<file path="src/pkg/cwd_pkg.sv">
package cwd_pkg;

  localparam int WORD_W = 14;
  localparam logic [15:0] ADDR_WORD_ONE = 16'h8007;
  localparam logic [15:0] ADDR_WORD_TWO = 16'h8008;
  localparam logic [13:0] BLANK_WORD = 14'h3FFF;
  localparam logic [13:0] WORD_ONE_UNIMPL = 14'h3104;
  localparam logic [13:0] WORD_TWO_UNIMPL = 14'h01FC;
  localparam int CLOCK_OUTPUT_PIN_BIT = 11;
  localparam int BROWNOUT_ENABLE_MODE_LSB = 9;
  localparam int CP_BIT = 7;
  localparam int RSTSEL_BIT = 6;
  localparam int POWERUP_TIMER_ENABLE_N_BIT = 5;
  localparam int WATCHDOG_ENABLE_MODE_LSB = 3;
  localparam int OSCILLATOR_SELECT_LSB = 0;
  localparam int LVP_BIT = 13;
  localparam int DEBUG_BIT = 12;
  localparam int LOW_POWER_BROWNOUT_SELECT_BIT = 11;
  localparam int BROWNOUT_VOLTAGE_SELECT_BIT = 10;
  localparam int STACK_ERROR_RESET_ENABLE_BIT = 9;
  localparam logic [4:0] STACK_DEPTH = 5'h10;

  typedef enum logic [1:0] {
    CWD_EN_OFF = 2'h0,
    CWD_EN_SW = 2'h1,
    CWD_EN_RUN = 2'h2,
    CWD_EN_ON = 2'h3
  } cwd_en_mode_t;

  typedef enum logic [1:0] {
    CWD_OSC_INT = 2'h0,
    CWD_OSC_ECL = 2'h1,
    CWD_OSC_ECM = 2'h2,
    CWD_OSC_ECH = 2'h3
  } cwd_osc_t;

  typedef struct packed {
    cwd_osc_t oscillator_select;
    logic clock_input_pin_is_io;
    logic clock_output_pin_drives_clock;
    cwd_en_mode_t brownout_enable_mode;
    cwd_en_mode_t watchdog_enable_mode;
    logic code_protect_on;
    logic powerup_timer_on;
    logic external_reset_pin_on;
    logic reset_pin_pullup_forced;
    logic low_voltage_program_enable;
    logic debug_flag;
    logic low_power_brownout_select;
    logic brownout_voltage_select;
    logic stack_error_reset_enable;
  } cwd_options_t;

endpackage : cwd_pkg

</file>
<file path="src/verilog/cwd_decoder.sv">
`timescale 1ns/10ps
// Functional notes
// - Word one lives at program address 8007h, sets oscillator and protection.
// - Word two lives at program address 8008h, right after word one.
// - Word one bits 13-12, 8 and 2 always read as one.
// - Bit 11 one: clock-output pin is I/O; zero: pin drives clock.
// - Brown-out bits 10-9: 11 on, 10 run-only, 01 software, 00 off.
// - Bit 7 zero enables code protection; one leaves it off.
// - Low-voltage programming on makes the reset-pin select bit ignored.
// - Reset select one: reset pin plus pull-up; zero: digital input.
// - Bit 5 zero enables the power-up timer; one disables it.
// - Watchdog bits 4-3: 11 on, 10 run-only, 01 software, 00 off.
// - Oscillator code 00 selects internal oscillator, clock-input pin is I/O.
// - Codes 01, 10, 11 select external clock, low, medium, high power.
// - Blank or erased configuration reads all implemented fields as one.
// - Stack-error enable resets on stack over/underflow and sets a flag.
module cwd_decoder (
  input wire logic CLK_IN,
  input wire logic RST_N_IN,
  input wire logic CE_IN,
  input wire logic [15:0] ADDR_IN,
  input wire logic [cwd_pkg::WORD_W-1:0] WDATA_IN,
  input wire logic WR_IN,
  input wire logic RD_IN,
  input wire logic BULK_ERASE_IN,
  input wire logic LOAD_DONE_IN,
  input wire logic STACK_PUSH_IN,
  input wire logic STACK_POP_IN,
  output logic [cwd_pkg::WORD_W-1:0] RDATA_OUT,
  output cwd_pkg::cwd_options_t OPTIONS_OUT,
  output logic OPTIONS_VALID_OUT,
  output logic STACK_RESET_OUT,
  output logic STACK_OVERFLOW_FLAG_OUT,
  output logic STACK_UNDERFLOW_FLAG_OUT
);
  import cwd_pkg::*;

  // Nonvolatile cells: written by the external programmer port.
  logic [WORD_W-1:0] word_one = BLANK_WORD;
  logic [WORD_W-1:0] word_two = BLANK_WORD;
  logic [WORD_W-1:0] next_word_one;
  logic [WORD_W-1:0] next_word_two;
  logic [WORD_W-1:0] rdata;
  logic [WORD_W-1:0] next_rdata;

  // Cells and write data with every unimplemented position held at one.
  logic [WORD_W-1:0] view_one;
  logic [WORD_W-1:0] view_two;
  logic [WORD_W-1:0] fill_one;
  logic [WORD_W-1:0] fill_two;

  // Load sequencer: after every reset it waits for the loader, then holds.
  typedef enum logic {
    CWD_LOAD_WAIT,
    CWD_LOAD_HELD
  } cwd_load_state_t;

  cwd_load_state_t load_state;
  cwd_load_state_t next_load_state;
  logic latched;
  cwd_options_t opts;
  cwd_options_t next_opts;

  // Stack depth tracker and error flags.
  logic [4:0] depth;
  logic [4:0] next_depth;
  logic ovf;
  logic unf;
  logic next_ovf;
  logic next_unf;
  logic stk_rst;
  logic push_only;
  logic pop_only;
  logic at_top;
  logic at_bottom;
  logic over_event;
  logic under_event;
  logic error_event;

  // Stack-error reset pulse: one cycle in the error state, then back to run.
  typedef enum logic {
    CWD_STK_RUN,
    CWD_STK_ERROR
  } cwd_stk_state_t;

  cwd_stk_state_t stk_state;
  cwd_stk_state_t next_stk_state;

  // One decode serves both the load and the reset value, so the two can
  // never drift apart.
  function automatic cwd_options_t decode_words(
    input logic [WORD_W-1:0] one,
    input logic [WORD_W-1:0] two
  );
    cwd_options_t d;
    d = '0;
    // Oscillator code: 00 internal, the rest an external clock on the pin.
    unique case (one[OSCILLATOR_SELECT_LSB +: 2])
      2'h0: d.oscillator_select = CWD_OSC_INT;
      2'h1: d.oscillator_select = CWD_OSC_ECL;
      2'h2: d.oscillator_select = CWD_OSC_ECM;
      2'h3: d.oscillator_select = CWD_OSC_ECH;
    endcase
    d.clock_input_pin_is_io = (one[OSCILLATOR_SELECT_LSB +: 2] == 2'h0);
    d.clock_output_pin_drives_clock = !one[CLOCK_OUTPUT_PIN_BIT];
    // Brown-out and watchdog modes share one two-bit encoding.
    unique case (one[BROWNOUT_ENABLE_MODE_LSB +: 2])
      2'h0: d.brownout_enable_mode = CWD_EN_OFF;
      2'h1: d.brownout_enable_mode = CWD_EN_SW;
      2'h2: d.brownout_enable_mode = CWD_EN_RUN;
      2'h3: d.brownout_enable_mode = CWD_EN_ON;
    endcase
    unique case (one[WATCHDOG_ENABLE_MODE_LSB +: 2])
      2'h0: d.watchdog_enable_mode = CWD_EN_OFF;
      2'h1: d.watchdog_enable_mode = CWD_EN_SW;
      2'h2: d.watchdog_enable_mode = CWD_EN_RUN;
      2'h3: d.watchdog_enable_mode = CWD_EN_ON;
    endcase
    d.code_protect_on = !one[CP_BIT];
    d.powerup_timer_on = !one[POWERUP_TIMER_ENABLE_N_BIT];
    d.low_voltage_program_enable = two[LVP_BIT];
    // With low-voltage programming on, the pin stays a reset pin regardless.
    d.external_reset_pin_on = two[LVP_BIT] | one[RSTSEL_BIT];
    d.reset_pin_pullup_forced = d.external_reset_pin_on;
    d.debug_flag = two[DEBUG_BIT];
    d.low_power_brownout_select = two[LOW_POWER_BROWNOUT_SELECT_BIT];
    d.brownout_voltage_select = two[BROWNOUT_VOLTAGE_SELECT_BIT];
    d.stack_error_reset_enable = two[STACK_ERROR_RESET_ENABLE_BIT];
    return d;
  endfunction : decode_words

  // A part held in reset shows the options of a blank array.
  localparam cwd_options_t BLANK_OPTS =
    decode_words(BLANK_WORD, BLANK_WORD);

  // Unimplemented positions are forced to one bit by bit, so a zero written
  // there can neither be read back nor reach a decoded option.
  for (genvar b = 0; b < WORD_W; b++) begin : g_fill
    assign fill_one[b] = WDATA_IN[b] | WORD_ONE_UNIMPL[b];
    assign fill_two[b] = WDATA_IN[b] | WORD_TWO_UNIMPL[b];
    assign view_one[b] = word_one[b] | WORD_ONE_UNIMPL[b];
    assign view_two[b] = word_two[b] | WORD_TWO_UNIMPL[b];
  end

  // Programming port: a bulk erase wins over a write in the same cycle.
  always_comb begin
    next_word_one = word_one;
    next_word_two = word_two;
    if (BULK_ERASE_IN) begin
      next_word_one = BLANK_WORD;
      next_word_two = BLANK_WORD;
    end else if (WR_IN) begin
      if (ADDR_IN == ADDR_WORD_ONE) begin
        next_word_one = fill_one;
      end else if (ADDR_IN == ADDR_WORD_TWO) begin
        next_word_two = fill_two;
      end
    end
  end

  // The cells carry no reset: a device reset must never disturb what the
  // programmer stored. They start blank, like an erased array.
  always_ff @(posedge CLK_IN) begin
    if (CE_IN) begin
      word_one <= next_word_one;
      word_two <= next_word_two;
    end
  end

  // Read data: an unmapped address answers zero rather than stale data.
  always_comb begin
    next_rdata = rdata;
    if (RD_IN) begin
      if (ADDR_IN == ADDR_WORD_ONE) begin
        next_rdata = view_one;
      end else if (ADDR_IN == ADDR_WORD_TWO) begin
        next_rdata = view_two;
      end else begin
        next_rdata = '0;
      end
    end
  end

  always_ff @(posedge CLK_IN or negedge RST_N_IN) begin
    if (!RST_N_IN) begin
      rdata <= '0;
    end else if (CE_IN) begin
      rdata <= next_rdata;
    end
  end

  // The words are copied once, after reset release, when the loader says the
  // array is readable; programming afterwards takes effect only after a reset.
  always_comb begin
    next_load_state = load_state;
    next_opts = opts;
    unique case (load_state)
      CWD_LOAD_WAIT: begin
        if (LOAD_DONE_IN) begin
          next_load_state = CWD_LOAD_HELD;
          next_opts = decode_words(view_one, view_two);
        end
      end
      CWD_LOAD_HELD: begin
        // Only a reset leaves this state, so the options cannot change.
        next_load_state = CWD_LOAD_HELD;
      end
    endcase
  end

  always_ff @(posedge CLK_IN or negedge RST_N_IN) begin
    if (!RST_N_IN) begin
      load_state <= CWD_LOAD_WAIT;
      opts <= BLANK_OPTS;
    end else if (CE_IN) begin
      load_state <= next_load_state;
      opts <= next_opts;
    end
  end

  assign latched = (load_state == CWD_LOAD_HELD);

  // Stack tracking. A push and a pop in one cycle cancel and are no error;
  // nothing is tracked before the options are loaded.
  assign push_only = latched && STACK_PUSH_IN && !STACK_POP_IN;
  assign pop_only = latched && STACK_POP_IN && !STACK_PUSH_IN;
  assign at_top = (depth == STACK_DEPTH);
  assign at_bottom = (depth == 5'h00);
  assign over_event = push_only && at_top;
  assign under_event = pop_only && at_bottom;
  assign error_event = over_event || under_event;

  // Depth: the error reset empties the stack, as the real reset would.
  always_comb begin
    next_depth = depth;
    if (stk_rst) begin
      next_depth = 5'h00;
    end else if (push_only && !at_top) begin
      next_depth = depth + 5'h01;
    end else if (pop_only && !at_bottom) begin
      next_depth = depth - 5'h01;
    end
  end

  // Flags stay set until an external reset so software can find the cause.
  always_comb begin
    next_ovf = ovf | over_event;
    next_unf = unf | under_event;
  end

  // An error arriving while the pulse stands is absorbed by that pulse.
  always_comb begin
    next_stk_state = stk_state;
    unique case (stk_state)
      CWD_STK_RUN: begin
        if (error_event && opts.stack_error_reset_enable) begin
          next_stk_state = CWD_STK_ERROR;
        end
      end
      CWD_STK_ERROR: begin
        next_stk_state = CWD_STK_RUN;
      end
    endcase
  end

  always_ff @(posedge CLK_IN or negedge RST_N_IN) begin
    if (!RST_N_IN) begin
      stk_state <= CWD_STK_RUN;
    end else if (CE_IN) begin
      stk_state <= next_stk_state;
    end
  end

  assign stk_rst = (stk_state == CWD_STK_ERROR);

  always_ff @(posedge CLK_IN or negedge RST_N_IN) begin
    if (!RST_N_IN) begin
      depth <= 5'h00;
    end else if (CE_IN) begin
      depth <= next_depth;
    end
  end

  always_ff @(posedge CLK_IN or negedge RST_N_IN) begin
    if (!RST_N_IN) begin
      ovf <= 1'b0;
      unf <= 1'b0;
    end else if (CE_IN) begin
      ovf <= next_ovf;
      unf <= next_unf;
    end
  end

  // Every output is a register or a state decode of one.
  assign RDATA_OUT = rdata;
  assign OPTIONS_OUT = opts;
  assign OPTIONS_VALID_OUT = latched;
  assign STACK_RESET_OUT = stk_rst;
  assign STACK_OVERFLOW_FLAG_OUT = ovf;
  assign STACK_UNDERFLOW_FLAG_OUT = unf;

endmodule : cwd_decoder

</file>
<file path="config.mk">
export PLATFORM = sky130hd
export DESIGN_NAME = cwd_decoder
export DESIGN_NICKNAME = d
export VERILOG_FILES = /design/src/pkg/cwd_pkg.sv /design/src/verilog/cwd_decoder.sv
export SDC_FILE = /design/constraint.sdc
export NUM_CORES = 1
export LEC_CHECK = 0
export BUFFER_PORTS_ARGS = -buffer_cell sky130_fd_sc_hd__buf_2
export CAP_MARGIN = 20
export CORE_UTILIZATION = 53
export CTS_BUF_LIST = sky130_fd_sc_hd__clkbuf_8
export DETAILED_ROUTE_END_ITERATION = 8
export PLACE_DENSITY_LB_ADDON = 0.15
export SYNTH_ARGS = -nofsm -noshare
export SYNTH_HDL_FRONTEND = slang
export SYNTH_SLANG_ARGS = --single-unit
</file>
<file path="constraint.sdc">
create_clock -name CLK_IN -period 2.82 [get_ports CLK_IN]
set_input_delay 0.141 -clock CLK_IN [delete_from_list [all_inputs] [get_ports CLK_IN]]
set_output_delay 0.141 -clock CLK_IN [all_outputs]
set_load 0.05 [all_outputs]
</file>
==> summary by stage, run 1 <==
Critical path
The master of the slowest instance on the critical path is sky130_fd_sc_hd__dfrtp_1. The startpoint of the worst register-to-register path is depth[0]. The endpoint of the worst setup timing path is depth[4]. The endpoint identified for the worst register-to-register timing path is depth[4].

For this run, the slowest stage of the critical path takes 0.46 ns. At the worst endpoint, the required time is 3.00 ns. Across all register-to-register paths, the minimum setup slack is 0.20 ns.

The setup path with the least slack is of type flip-flop to flip-flop. The launching instance or port of the critical path is depth[0]. The endpoint kind of the worst setup timing path is a flip-flop.

The signal on the critical path passes through nor4_1 > a211o_1 > ha_1 > a21oi_1 > nand2_1 > and4b_1 > o311ai_0 > o221ai_1. The largest fanout of any net on the critical path is 7. The data arrival time at the worst-slack endpoint is 2.81 ns. The number of cells traversed by the worst register-to-register path is 8. STA classifies the critical path startpoint as a flip-flop.

Detailed routing
The highest signal layer in the routed design is met4. The total length of routed wires is 4967 microns. Dividing the detail-routed wire length by the instance count gives 14.87 microns.

For this block, wires on met1 add up to 2318 microns. The first TritonRoute pass finished after 4 iterations. In the routed design, unresolved DRC markers number 0. The overall via count from detail_route is 1816. The violation count after the first detailed-routing iteration is 93. After detailed routing, the number of vias per cell comes to 5.437. The routed length on met3 is 262 microns. The total met2 wirelength after detailed routing is 2328 microns. The count of antenna-violating nets left after detailed routing is 0.

Synthesis
In the synthesized netlist the async set-or-reset flop fraction comes to 69.09%. Sorting the synthesized cells by area gives the leading types as sky130_fd_sc_hd__dfrtp_1 26%, sky130_fd_sc_hd__edfxtp_1 21%, sky130_fd_sc_hd__dfstp_2 13%. The most instantiated flip-flop cell in the synthesis netlist is sky130_fd_sc_hd__dfrtp_1. The synthesized netlist cell count is 206. The leading cell type by number of instances after synthesis is sky130_fd_sc_hd__dfrtp_1.

Summed over its instances, the top area cell type makes up 26.38% of the synthesized netlist area. Of the synthesized area, sequential elements account for 59.87%. The number of flops mapped to enable cells by yosys is 17. The number of distinct library cell variants in the gate-level netlist after synthesis is 41. The total of warnings raised by yosys is 0.

In this run the mean area of a mapped cell was 11.97 sq um. The dominant cell type by area after synthesis is sky130_fd_sc_hd__dfrtp_1. The number of synthesized register bits is 55. Synthesis produced a netlist with a net count of 250.

The synthesized netlist occupies a cell area of 2466 sq um. Sorting the synthesized cells by how often they occur yields 26 x sky130_fd_sc_hd__dfrtp_1, 21 x sky130_fd_sc_hd__nand2_1, 19 x sky130_fd_sc_hd__nor2_1, 17 x sky130_fd_sc_hd__edfxtp_1.

Die
For this configuration, the core starts out at a cell density of 55.87%. The floorplan has 24 rows. The die footprint is 4930 sq um. Measured along the x axis, the die boundary spans 70.22 microns.

The overall die height is 70.22 microns. The I/O pin total is 74. The floorplan step defined a core boundary enclosing 4414 sq um.

Status
The run finished with clean final reports.

Clock network
The number of clock buffers inserted by TritonCTS is 5. The H-tree generated during clock tree synthesis spans 2 levels. In this run the deepest clock path goes through 2 buffers. The cell sitting at the root of the clock tree is a sky130_fd_sc_hd__clkbuf_8. TritonCTS built the clock tree. For this design, the sink count on the clock tree is 55. The latest clock arrival within the worst-skew pair is 0.31 ns. Gates resized during post-CTS repair numbered 0. Clock-pin slew was measured on the worst setup and hold paths at 0.10 ns. In this run the post-CTS setup repair buffer count came out at 0.

Final layout
Of the cells placed in the final design, the portion with a size suffix greater than 1 is 44.68%. The number of antenna diodes in the final layout is 0. The number of fill cells is 368. The signed area change from the synthesized netlist to the final layout is 20.80%.

The net count of the finished layout is 325. The fraction of the core area covered by cells at the end of the flow is 67.49%.

Pwr
For this design the ratio of total power to cell area is 732.9 nW/um^2. Across the VDD grid, the largest voltage drop is 0.4777 mV. The analysis attributes to cell leakage a power of 1.331 nW.

Timing
In this run the tightest slew margin relative to its limit is 43.08%. The worst clock skew is 0.005073 ns. The post-route clock period utilization is 93.07%. The transition time of the tightest slew-check pin is 0.8538 ns. The final count of pins violating max slew is 0. After routing, the total negative slack on setup checks comes to 0 ns. The highest clock rate is 381.0 MHz. Setup repair after global routing left no endpoint under its margin. The number of endpoints with negative hold slack in the final report was 0. The setup violation total in the final timing report is 0. After layout, the minimum clock period comes to 2.625 ns.

GRT
For this run the aggregate overflow at the end of global routing stands at 0. Entering global routing, the biggest net connects 39 pins. The initial antenna violation count is 0. The total routing usage reported by global routing is 21.71%. The via count of the first global-routing pass is 1692. The global-route wire length before repair is 8245 microns.

Placed design
At the end of routability-driven placement, the weighted congestion stood at 0.7999. The port buffer count is 71. The half-perimeter wire length after placement is 3466 microns.

Worst hold path
Counting instances, the worst hold path has a depth of 2. The tightest min-delay check is of the input port to flip-flop type.

Flow run
Max-cap violations in this run came to 0.
## state kept, by name, summed over array words and instances (netlist names), 5 cells and up
| signal | cells |
|---|---|
| RDATA_OUT | 13 |
| depth | 5 |
| word_one | 10 |
| OPTIONS_OUT | 16 |
| word_two | 7 |
## stage by stage
| stage | std cells | instance area, sq um | worst slack, ns | power [mW] | hold WS [ns] |
|---|---|---|---|---|---|
| 6_report | 334 | 2979 | 0.1954 | 2.183 | 0.04709 |
| 4_1_cts | 334 | 2979 | 0.2190 | 2.198 | 0.04189 |
| 3_5_place_dp | 325 | 2880 | 0.2560 | 1.759 | 0.2998 |
| 3_3_place_gp | 325 | 2880 | 0.2841 | 1.744 | 0.2932 |
| 5_1_grt | 334 | 2979 | 0.03471 | 2.295 | 0.06171 |
| 2_1_floorplan | 206 | 2466 | 0.3342 | 1.584 | -0.1546 |
## logic make-up after synthesis
kind of cell | share of synthesized area, %
AOI/OAI and AO/OA | 10.81
xor gates and xnor gates | 0.7104
adders and majority gates | 2.841
buffers and inverters | 2.080
DFF | 59.87
muxes | 5.023
and+or+nand+nor | 18.67
## worst max-delay path, delay by kind of cell (launching register included)
family	cells	cell delay, ns
flip-flops	1	0.46
AND/OR/NAND/NOR	3	0.72
AO/OA/AOI/OAI	4	0.99
adder cells (fa/ha/maj)	1	0.32
## how the worst min path moves through the flow
stage / slack [ns] / start / end
2_1_floorplan: -0.15 / RST_N_IN / OPTIONS_OUT[13]
3_3_place_gp: 0.29 / RST_N_IN / RDATA_OUT[7]
3_5_place_dp: 0.30 / RST_N_IN / RDATA_OUT[4]
4_1_cts: 0.04 / LOAD_DONE_IN / OPTIONS_VALID_OUT
5_1_grt: 0.06 / LOAD_DONE_IN / OPTIONS_VALID_OUT
6_report: 0.05 / LOAD_DONE_IN / OPTIONS_VALID_OUT
## per-layer routing
metal / track usage, % / vias to the layer above
met5: 0 / -
met4: 6.000 / 0
met2: 33.97 / 62
met1: 30.62 / 857
li1: - / 891
met3: 5.051 / 6
## timing repair
action                     4_1_cts  5_1_grt
hold endpoints to repair        26        0
setup endpoints to repair        0        0
hold buffers                     1        0
## cell type report
class                           count  area, sq um  area share [%]
Multi-Input combinational cell    140        938.4           31.50
Sequential cell                    55         1476           49.56
Clock inverter                      3        20.02          0.6720
Inverter                            2        7.507          0.2520
Clock buffer                        5        68.82           2.310
Timing Repair Buffer               77        402.9           13.52
Tap cell                           52        65.06           2.184
## report_power, final
group / leakage [nW] / switching (mW) / internal [mW]
sequential: 0.615 / 0.0942 / 0.962
combinational: 0.676 / 0.458 / 0.232
clock: 0.0402 / 0.264 / 0.173
total: 1.33 / 0.816 / 1.37
## cell usage in the layout, fill, tap and decap left out, types with 3 or more instances in the layout
master	n
sky130_fd_sc_hd__buf_4	5
sky130_fd_sc_hd__ha_1	4
sky130_fd_sc_hd__dfstp_2	12
sky130_fd_sc_hd__a21oi_1	10
sky130_fd_sc_hd__nand2_1	21
sky130_fd_sc_hd__o21ai_0	8
sky130_fd_sc_hd__or2_2	12
sky130_fd_sc_hd__nor2_1	19
sky130_fd_sc_hd__edfxtp_1	17
sky130_fd_sc_hd__a31oi_1	3
sky130_fd_sc_hd__nand3b_1	3
sky130_fd_sc_hd__nand3_1	7
sky130_fd_sc_hd__dfrtp_1	26
sky130_fd_sc_hd__mux2_2	11
sky130_fd_sc_hd__o31ai_1	3
sky130_fd_sc_hd__clkbuf_8	5
sky130_fd_sc_hd__a221oi_1	5
sky130_fd_sc_hd__buf_2	71
sky130_fd_sc_hd__nor2b_1	5
Power figures use the tool's default switching activity.
==> run 2: changes to the inputs <==
Settings changed: GPL_TIMING_DRIVEN set to 0.
==> summary by stage, run 2 (same netlist as run 1, synthesis figures left out) <==
Final layout
The flip-flop count of the largest register, all copies and words added is 16 (unchanged). In the layout the commonest cells are 73 x sky130_fd_sc_hd__buf_2, 26 x sky130_fd_sc_hd__dfrtp_1, 21 x sky130_fd_sc_hd__nand2_1, 19 x sky130_fd_sc_hd__nor2_1, 17 x sky130_fd_sc_hd__edfxtp_1. The count of antenna diodes in the layout is 0 (unchanged). Leaving out fill and tap cells, the most frequent cell in the layout is sky130_fd_sc_hd__buf_2.

The fraction of final layout cells sized beyond drive strength 1 was 43.71% (-0.97 points). The signed area change from the synthesized netlist to the final layout is 21.77%. The number of standard cells in the final layout excluding fillers is 338 (+1.2%). The fraction of the core area covered by cells at the end of the flow was 68.03% (+0.54 points). The flip-flop and latch area is 1476 sq um (unchanged). The multi-input combinational cell area is 954.7 sq um (+1.7%). The total number of nets in the final design is 329 (+1.2%).

The number of fill cells is 349 (-5.2%).

Clock network
The clock tree buffer depth came to 2 (unchanged). The clock tree from TritonCTS is built. In this run the clock root is driven by a sky130_fd_sc_hd__clkbuf_8. The number of H-tree levels is 2 (unchanged). The clock transition time at the flip-flop clock pins of the worst setup and hold paths is 0.09 ns (about the same). The TritonCTS sink count is 55 (unchanged). The latest clock arrival within the worst-skew pair is 0.30 ns (about the same).

The number of clock buffers inserted by TritonCTS came to 5 (unchanged).

Detailed routing
The overall via count from detail_route came to 1813 (-0.17%). The routed length on met3 was 239 microns (-8.8%). The total length of routed wires is 4939 microns (-0.56%).

The first-pass iteration count of the detailed router is 4 (unchanged). The violation count after the first detailed-routing iteration was 70 (-25%). The average detailed-routed wire length per instance came to 14.61 microns (-1.7%). The met1 layer wirelength in the final routing came to 2258 microns (-2.6%).

The highest signal layer in the routed design is met4. The average via count per standard cell was 5.364 (-1.3%). The count of antenna-violating nets left after detailed routing is 0 (unchanged). The total met2 wirelength after detailed routing was 2399 microns (+3.0%). The number of design rule violations left after detail routing came to 0 (unchanged).

Timing
The worst clock skew is 0.006600 ns (+0.001527 ns). The transition time of the tightest slew-check pin is 0.9120 ns (+0.05821 ns). The number of endpoints with negative hold slack in the final report is 0 (unchanged).

The final count of pins violating max slew is 0 (unchanged). The headroom to the max-slew limit is 39.08% (-4.0 points). The post-route clock period utilization is 88.91% (-4.2 points).

The setup violation total in the final timing report came to 0 (unchanged). The time the worst path needs with I/O delays and setup is 2.507 ns (-0.1175 ns). Setup repair after global routing left no endpoint under its margin. The total negative slack is 0 ns (unchanged).

The highest clock rate is 398.9 MHz (+4.7%).

Pwr
The maximum vdd drop came to 0.5322 mV (+11%). The power density of the placed cells was 731.4 nW/um^2 (-0.20%). The static leakage is 1.342 nW (+0.81%).

The sum of internal, switching and leakage power was 2.196 mW (+0.60%).

Status
The flow ran to the end, and the final reports show no timing, DRC or antenna violations.

Placed design
The port buffer count is 71 (unchanged). The routability congestion estimate is 0.8012 (+0.16%). The number of instances in the placed design is 329 (+1.2%). The half-perimeter wire length after placement came to 3571 microns (+3.1%).

GRT
The via count of the first global-routing pass is 1692 (unchanged). The total routing usage reported by global routing is 21.10% (-0.61 points). The initial antenna violation count is 0 (unchanged). The overflow left after global routing is 0 (unchanged).

The global-route wire length before repair is 7969 microns (-3.3%). The maximum number of pins on one net before global-route repair is 39 (unchanged).

Die
The I/O pin total came to 74 (unchanged). The die footprint is 4930 sq um (unchanged). The floorplan die width is 70.22 microns (unchanged). The core outline area is 4414 sq um (unchanged).

The number of placement rows is 24 (unchanged). The initial core utilization is 55.87% (unchanged). The overall die height is 70.22 microns (unchanged).

Critical path
STA classifies the critical path startpoint as a flip-flop. The worst setup path is captured at a flip-flop. The largest fanout of any net on the critical path is 7 (unchanged). The data arrival time at the worst-slack endpoint came to 2.67 ns (-0.14 ns). The start-to-end type of the worst setup path is flip-flop to flip-flop.

The required time of the worst setup path is 2.98 ns (-0.02 ns). The register-to-register setup slack is 0.31 ns (+0.12 ns).

Flow run
The number of max-cap violations is 0 (unchanged).

Worst hold path
The path class of the tightest hold or removal check is input port to flip-flop.
[run 2: power breakdown]
part           leakage [nW]  internal, mW  total (mW)  switching (mW)
sequential            0.615         0.962        1.07           0.109
clock                0.0500         0.194       0.432           0.239
combinational         0.677         0.236       0.693           0.457
total                  1.34          1.39        2.20           0.804
[run 2: layer usage]
metal	vias to the layer above	global-route usage, %
met4	0	6.000
met2	55	34.51
met5	-	0
met3	4	4.185
li1	898	-
met1	856	28.75
[run 2: cell type report]
type                       count  area share, %
sequential                    55          49.17
multi-input combinational    140          31.79
clock inverter                 2         0.2500
clock buffer                   6          2.750
timing repair buffer          72          12.17
buffer                         9          1.458
tap                           52          2.167
inverter                       2         0.2500
[run 2: metrics by stage]
stage	instance area (sq um)	hold WS [ns]	setup slack (ns)
6_report	3003	0.06051	0.3129
5_1_grt	3003	0.05116	0.02231
3_5_place_dp	2887	0.2959	0.07493
2_1_floorplan	2466	-0.1546	0.3342
3_3_place_gp	2887	0.2930	0.09272
4_1_cts	2987	0.05526	0.04385
[run 2: worst max-delay path, cell delays in order, from the launching register on]
cell and delay [ns]:
sky130_fd_sc_hd__dfrtp_1 0.48, sky130_fd_sc_hd__nor4_4 0.37, sky130_fd_sc_hd__a211o_2 0.27, sky130_fd_sc_hd__ha_1 0.28, sky130_fd_sc_hd__a21oi_1 0.16, sky130_fd_sc_hd__nand2_1 0.10
sky130_fd_sc_hd__and4b_1 0.21, sky130_fd_sc_hd__o311ai_0 0.31, sky130_fd_sc_hd__o221ai_1 0.18
[run 2: path summary, 6_finish.rpt]
kind,start,to,cells past startpoint
min in group asynchronous,RST_N_IN,RDATA_OUT[4],2
min,LOAD_DONE_IN,OPTIONS_VALID_OUT,2
max reg2reg,depth[1],depth[4],8
min reg2reg,word_one[7],OPTIONS_OUT[8],1
max in group asynchronous,RST_N_IN,RDATA_OUT[11],2
max,depth[1],depth[4],8
[run 2: timing repair]
action,CTS,global route
gates resized for setup,0,3
buffers inserted,0,0
setup endpoints to repair,0,1
hold buffers,1,0
endpoints found under the hold margin,26,0
==> run 3: changes to the inputs <==
Settings changed: CORE_ASPECT_RATIO set to 2.
==> summary by stage, run 3 (same netlist as run 1, synthesis figures left out) <==
Die
The floorplan die width is 50.24 microns (-28%). The I/O pin total came to 74 (unchanged). The core outline area was 4424 sq um (+0.23%). The number of placement rows is 34 (+42%). The initial core utilization is 55.74% (-0.13 points).

The die footprint was 4947 sq um (+0.33%). The overall die height is 98.47 microns (+40%).

Detailed routing
The highest layer touched by signal routing is met4. The total met2 wirelength after detailed routing is 3050 microns (+27%). The average via count per standard cell was 5.491 (+2.4%). The overall via count from detail_route was 1867 (+3.0%). The total length of routed wires is 5195 microns (+5.2%). The count of antenna-violating nets left after detailed routing is 0 (unchanged).

The routed length on met3 was 251 microns (+5.0%). The average detailed-routed wire length per instance is 15.28 microns (+4.6%). The number of design rule violations left after detail routing is 0 (unchanged).

The violation count after the first detailed-routing iteration is 38 (-46%). The met1 layer wirelength in the final routing is 1769 microns (-22%). The first-pass iteration count of the detailed router came to 4 (unchanged).

GRT
The initial antenna violation count is 0 (unchanged). The via count of the first global-routing pass is 1960 (+16%). The global-route wire length before repair is 8493 microns (+6.6%). The maximum number of pins on one net before global-route repair is 39 (unchanged).

The total routing usage reported by global routing is 23.12% (+2.0 points). The overflow left after global routing came to 0 (unchanged).

Critical path
On the critical path the largest part of the delay comes from compound AO/OA/AOI/OAI gates. The combined buffer and inverter count along the critical path is 0 (unchanged). The critical path goes through nor4_4 > a211o_1 > ha_1 > a21oi_1 > nand2_1 > and4b_1 > o311ai_0 > o221ai_1.

The critical path is of the flip-flop to flip-flop type. The master of the slowest instance on the critical path is sky130_fd_sc_hd__dfrtp_1. The data arrival time at the worst-slack endpoint is 2.76 ns (+0.09 ns). The required time of the worst setup path is 2.99 ns (about the same). The delay of the slowest cell on the worst path is 0.48 ns (about the same). The endpoint kind of the worst setup timing path is a flip-flop.

The largest fanout of any net on the critical path was 7 (unchanged). STA classifies the critical path startpoint as a flip-flop.

Placed design
The half-perimeter wire length after placement is 3990 microns (+12%). The port buffer count is 71 (unchanged). The routability congestion estimate is 0.7627 (-4.8%).

Timing
The final count of pins violating max slew is 0 (unchanged). Setup repair after global routing left no endpoint under its margin. The total negative slack was 0 ns (unchanged). The time the worst path needs with I/O delays and setup is 2.589 ns (+0.08161 ns). The highest clock rate is 386.3 MHz (-3.2%). The post-route clock period utilization came to 91.80% (+2.9 points). The setup violation total in the final timing report was 0 (unchanged).

The worst clock skew is 0.005513 ns (-0.001087 ns). The transition time of the tightest slew-check pin came to 0.8591 ns (-0.05289 ns). The number of endpoints with negative hold slack in the final report is 0 (unchanged). The headroom to the max-slew limit is 42.61% (+3.5 points).

Worst hold path
In this run the worst hold path is classified as input port to flip-flop.

Status
The flow ran to the end, and the final reports show no timing, DRC or antenna violations.

Clock network
The tree is rooted in a sky130_fd_sc_hd__clkbuf_8. The number of clock buffers inserted by TritonCTS came to 5 (unchanged). TritonCTS built the clock tree.

The number of H-tree levels came to 2 (unchanged). The latest clock arrival within the worst-skew pair is 0.30 ns (about the same). The clock tree buffer depth is 2 (unchanged).

The number of buffers added for setup after CTS is 0 (unchanged). The TritonCTS sink count is 55 (unchanged). The clock transition time at the flip-flop clock pins of the worst setup and hold paths is 0.09 ns (about the same).

Pwr
The static leakage is 1.362 nW (+1.5%). The power density of the placed cells is 778.3 nW/um^2 (+6.4%). The maximum vdd drop is 0.5873 mV (+10%).

Final layout
The total number of nets in the final design is 329 (unchanged). Leaving out fill and tap cells, the most frequent cell in the layout is sky130_fd_sc_hd__buf_2. The fraction of the core area covered by cells at the end of the flow is 68.86% (+0.84 points).

The number of fill cells is 354 (+1.4%). The fraction of final layout cells sized beyond drive strength 1 is 43.71% (unchanged). The flip-flop count of the largest register, all copies and words added is 16 (unchanged).

The count of antenna diodes in the layout came to 0 (unchanged). In the layout the commonest cells are 73 x sky130_fd_sc_hd__buf_2, 26 x sky130_fd_sc_hd__dfrtp_1, 21 x sky130_fd_sc_hd__nand2_1, 19 x sky130_fd_sc_hd__nor2_1, 17 x sky130_fd_sc_hd__edfxtp_1. The signed area change from the synthesized netlist to the final layout is 23.54%.

Flow run
The number of max-cap violations is 0 (unchanged).
run 3: cell types whose count changed in the layout (fill, tap and decap cells not counted):
cell / change
sky130_fd_sc_hd__a211o_1: +1
sky130_fd_sc_hd__a211o_2: -1
sky130_fd_sc_hd__bufinv_16: +2
sky130_fd_sc_hd__clkbuf_8: -1
sky130_fd_sc_hd__clkinv_1: -1
run 3: final cells by class:
| cell class | count | area [sq um] | share of cell area [%] |
|---|---|---|---|
| Inverter | 2 | 7.507 | 0.2464 |
| Buffer | 9 | 43.79 | 1.437 |
| Multi-Input combinational cell | 140 | 953.4 | 31.29 |
| Clock buffer | 5 | 68.82 | 2.259 |
| Sequential cell | 55 | 1476 | 48.46 |
| Tap cell | 54 | 67.56 | 2.218 |
| Timing Repair Buffer | 72 | 365.4 | 11.99 |
| Clock inverter | 3 | 63.81 | 2.094 |
run 3: metal layers:
metal  vias to the layer above  GRT usage (%)
met5                         -              0
met4                         0          10.55
met3                        12          3.704
met2                        69          45.23
met1                       891          21.88
li1                        895              -
run 3: final timing paths:
check | start | end | slack, ns | cells past startpoint
worst min register to register | word_one[7] | OPTIONS_OUT[8] | 0.47 | 1
max in group asynchronous | RST_N_IN | depth[2] | 1.81 | 2
min in group asynchronous | RST_N_IN | RDATA_OUT[8] | 0.49 | 2
worst max register to register | depth[1] | depth[4] | 0.23 | 8
worst min-delay path | LOAD_DONE_IN | OPTIONS_VALID_OUT | 0.06 | 2
worst max-delay path | depth[1] | depth[4] | 0.23 | 8
run 3: power by group:
part           total [mW]  internal [mW]  switching [mW]  leakage [nW]
logic               0.704          0.237           0.467         0.677
clock network       0.592          0.351           0.240        0.0695
registers            1.08          0.962           0.114         0.615
total                2.37           1.55           0.821          1.36
run 3: metrics by stage:
step	instances	power, mW	area [sq um]	setup WS, ns	hold slack [ns]
after global routing	340	2.476	3047	0.07355	0.07621
after floorplan	206	1.584	2466	0.3342	-0.1546
after global placement	331	1.755	2889	-0.06660	0.2821
after detailed placement	331	1.781	2889	-0.05472	0.2957
after CTS	340	2.376	3038	0.1176	0.04936
final	340	2.371	3047	0.2313	0.05574
run 3: repair_timing:
item | in CTS | in global routing
gates resized for setup | 1 | 1
hold buffers | 1 | 0
endpoints found under the setup margin | 1 | 1
endpoints found under the hold margin | 26 | 0
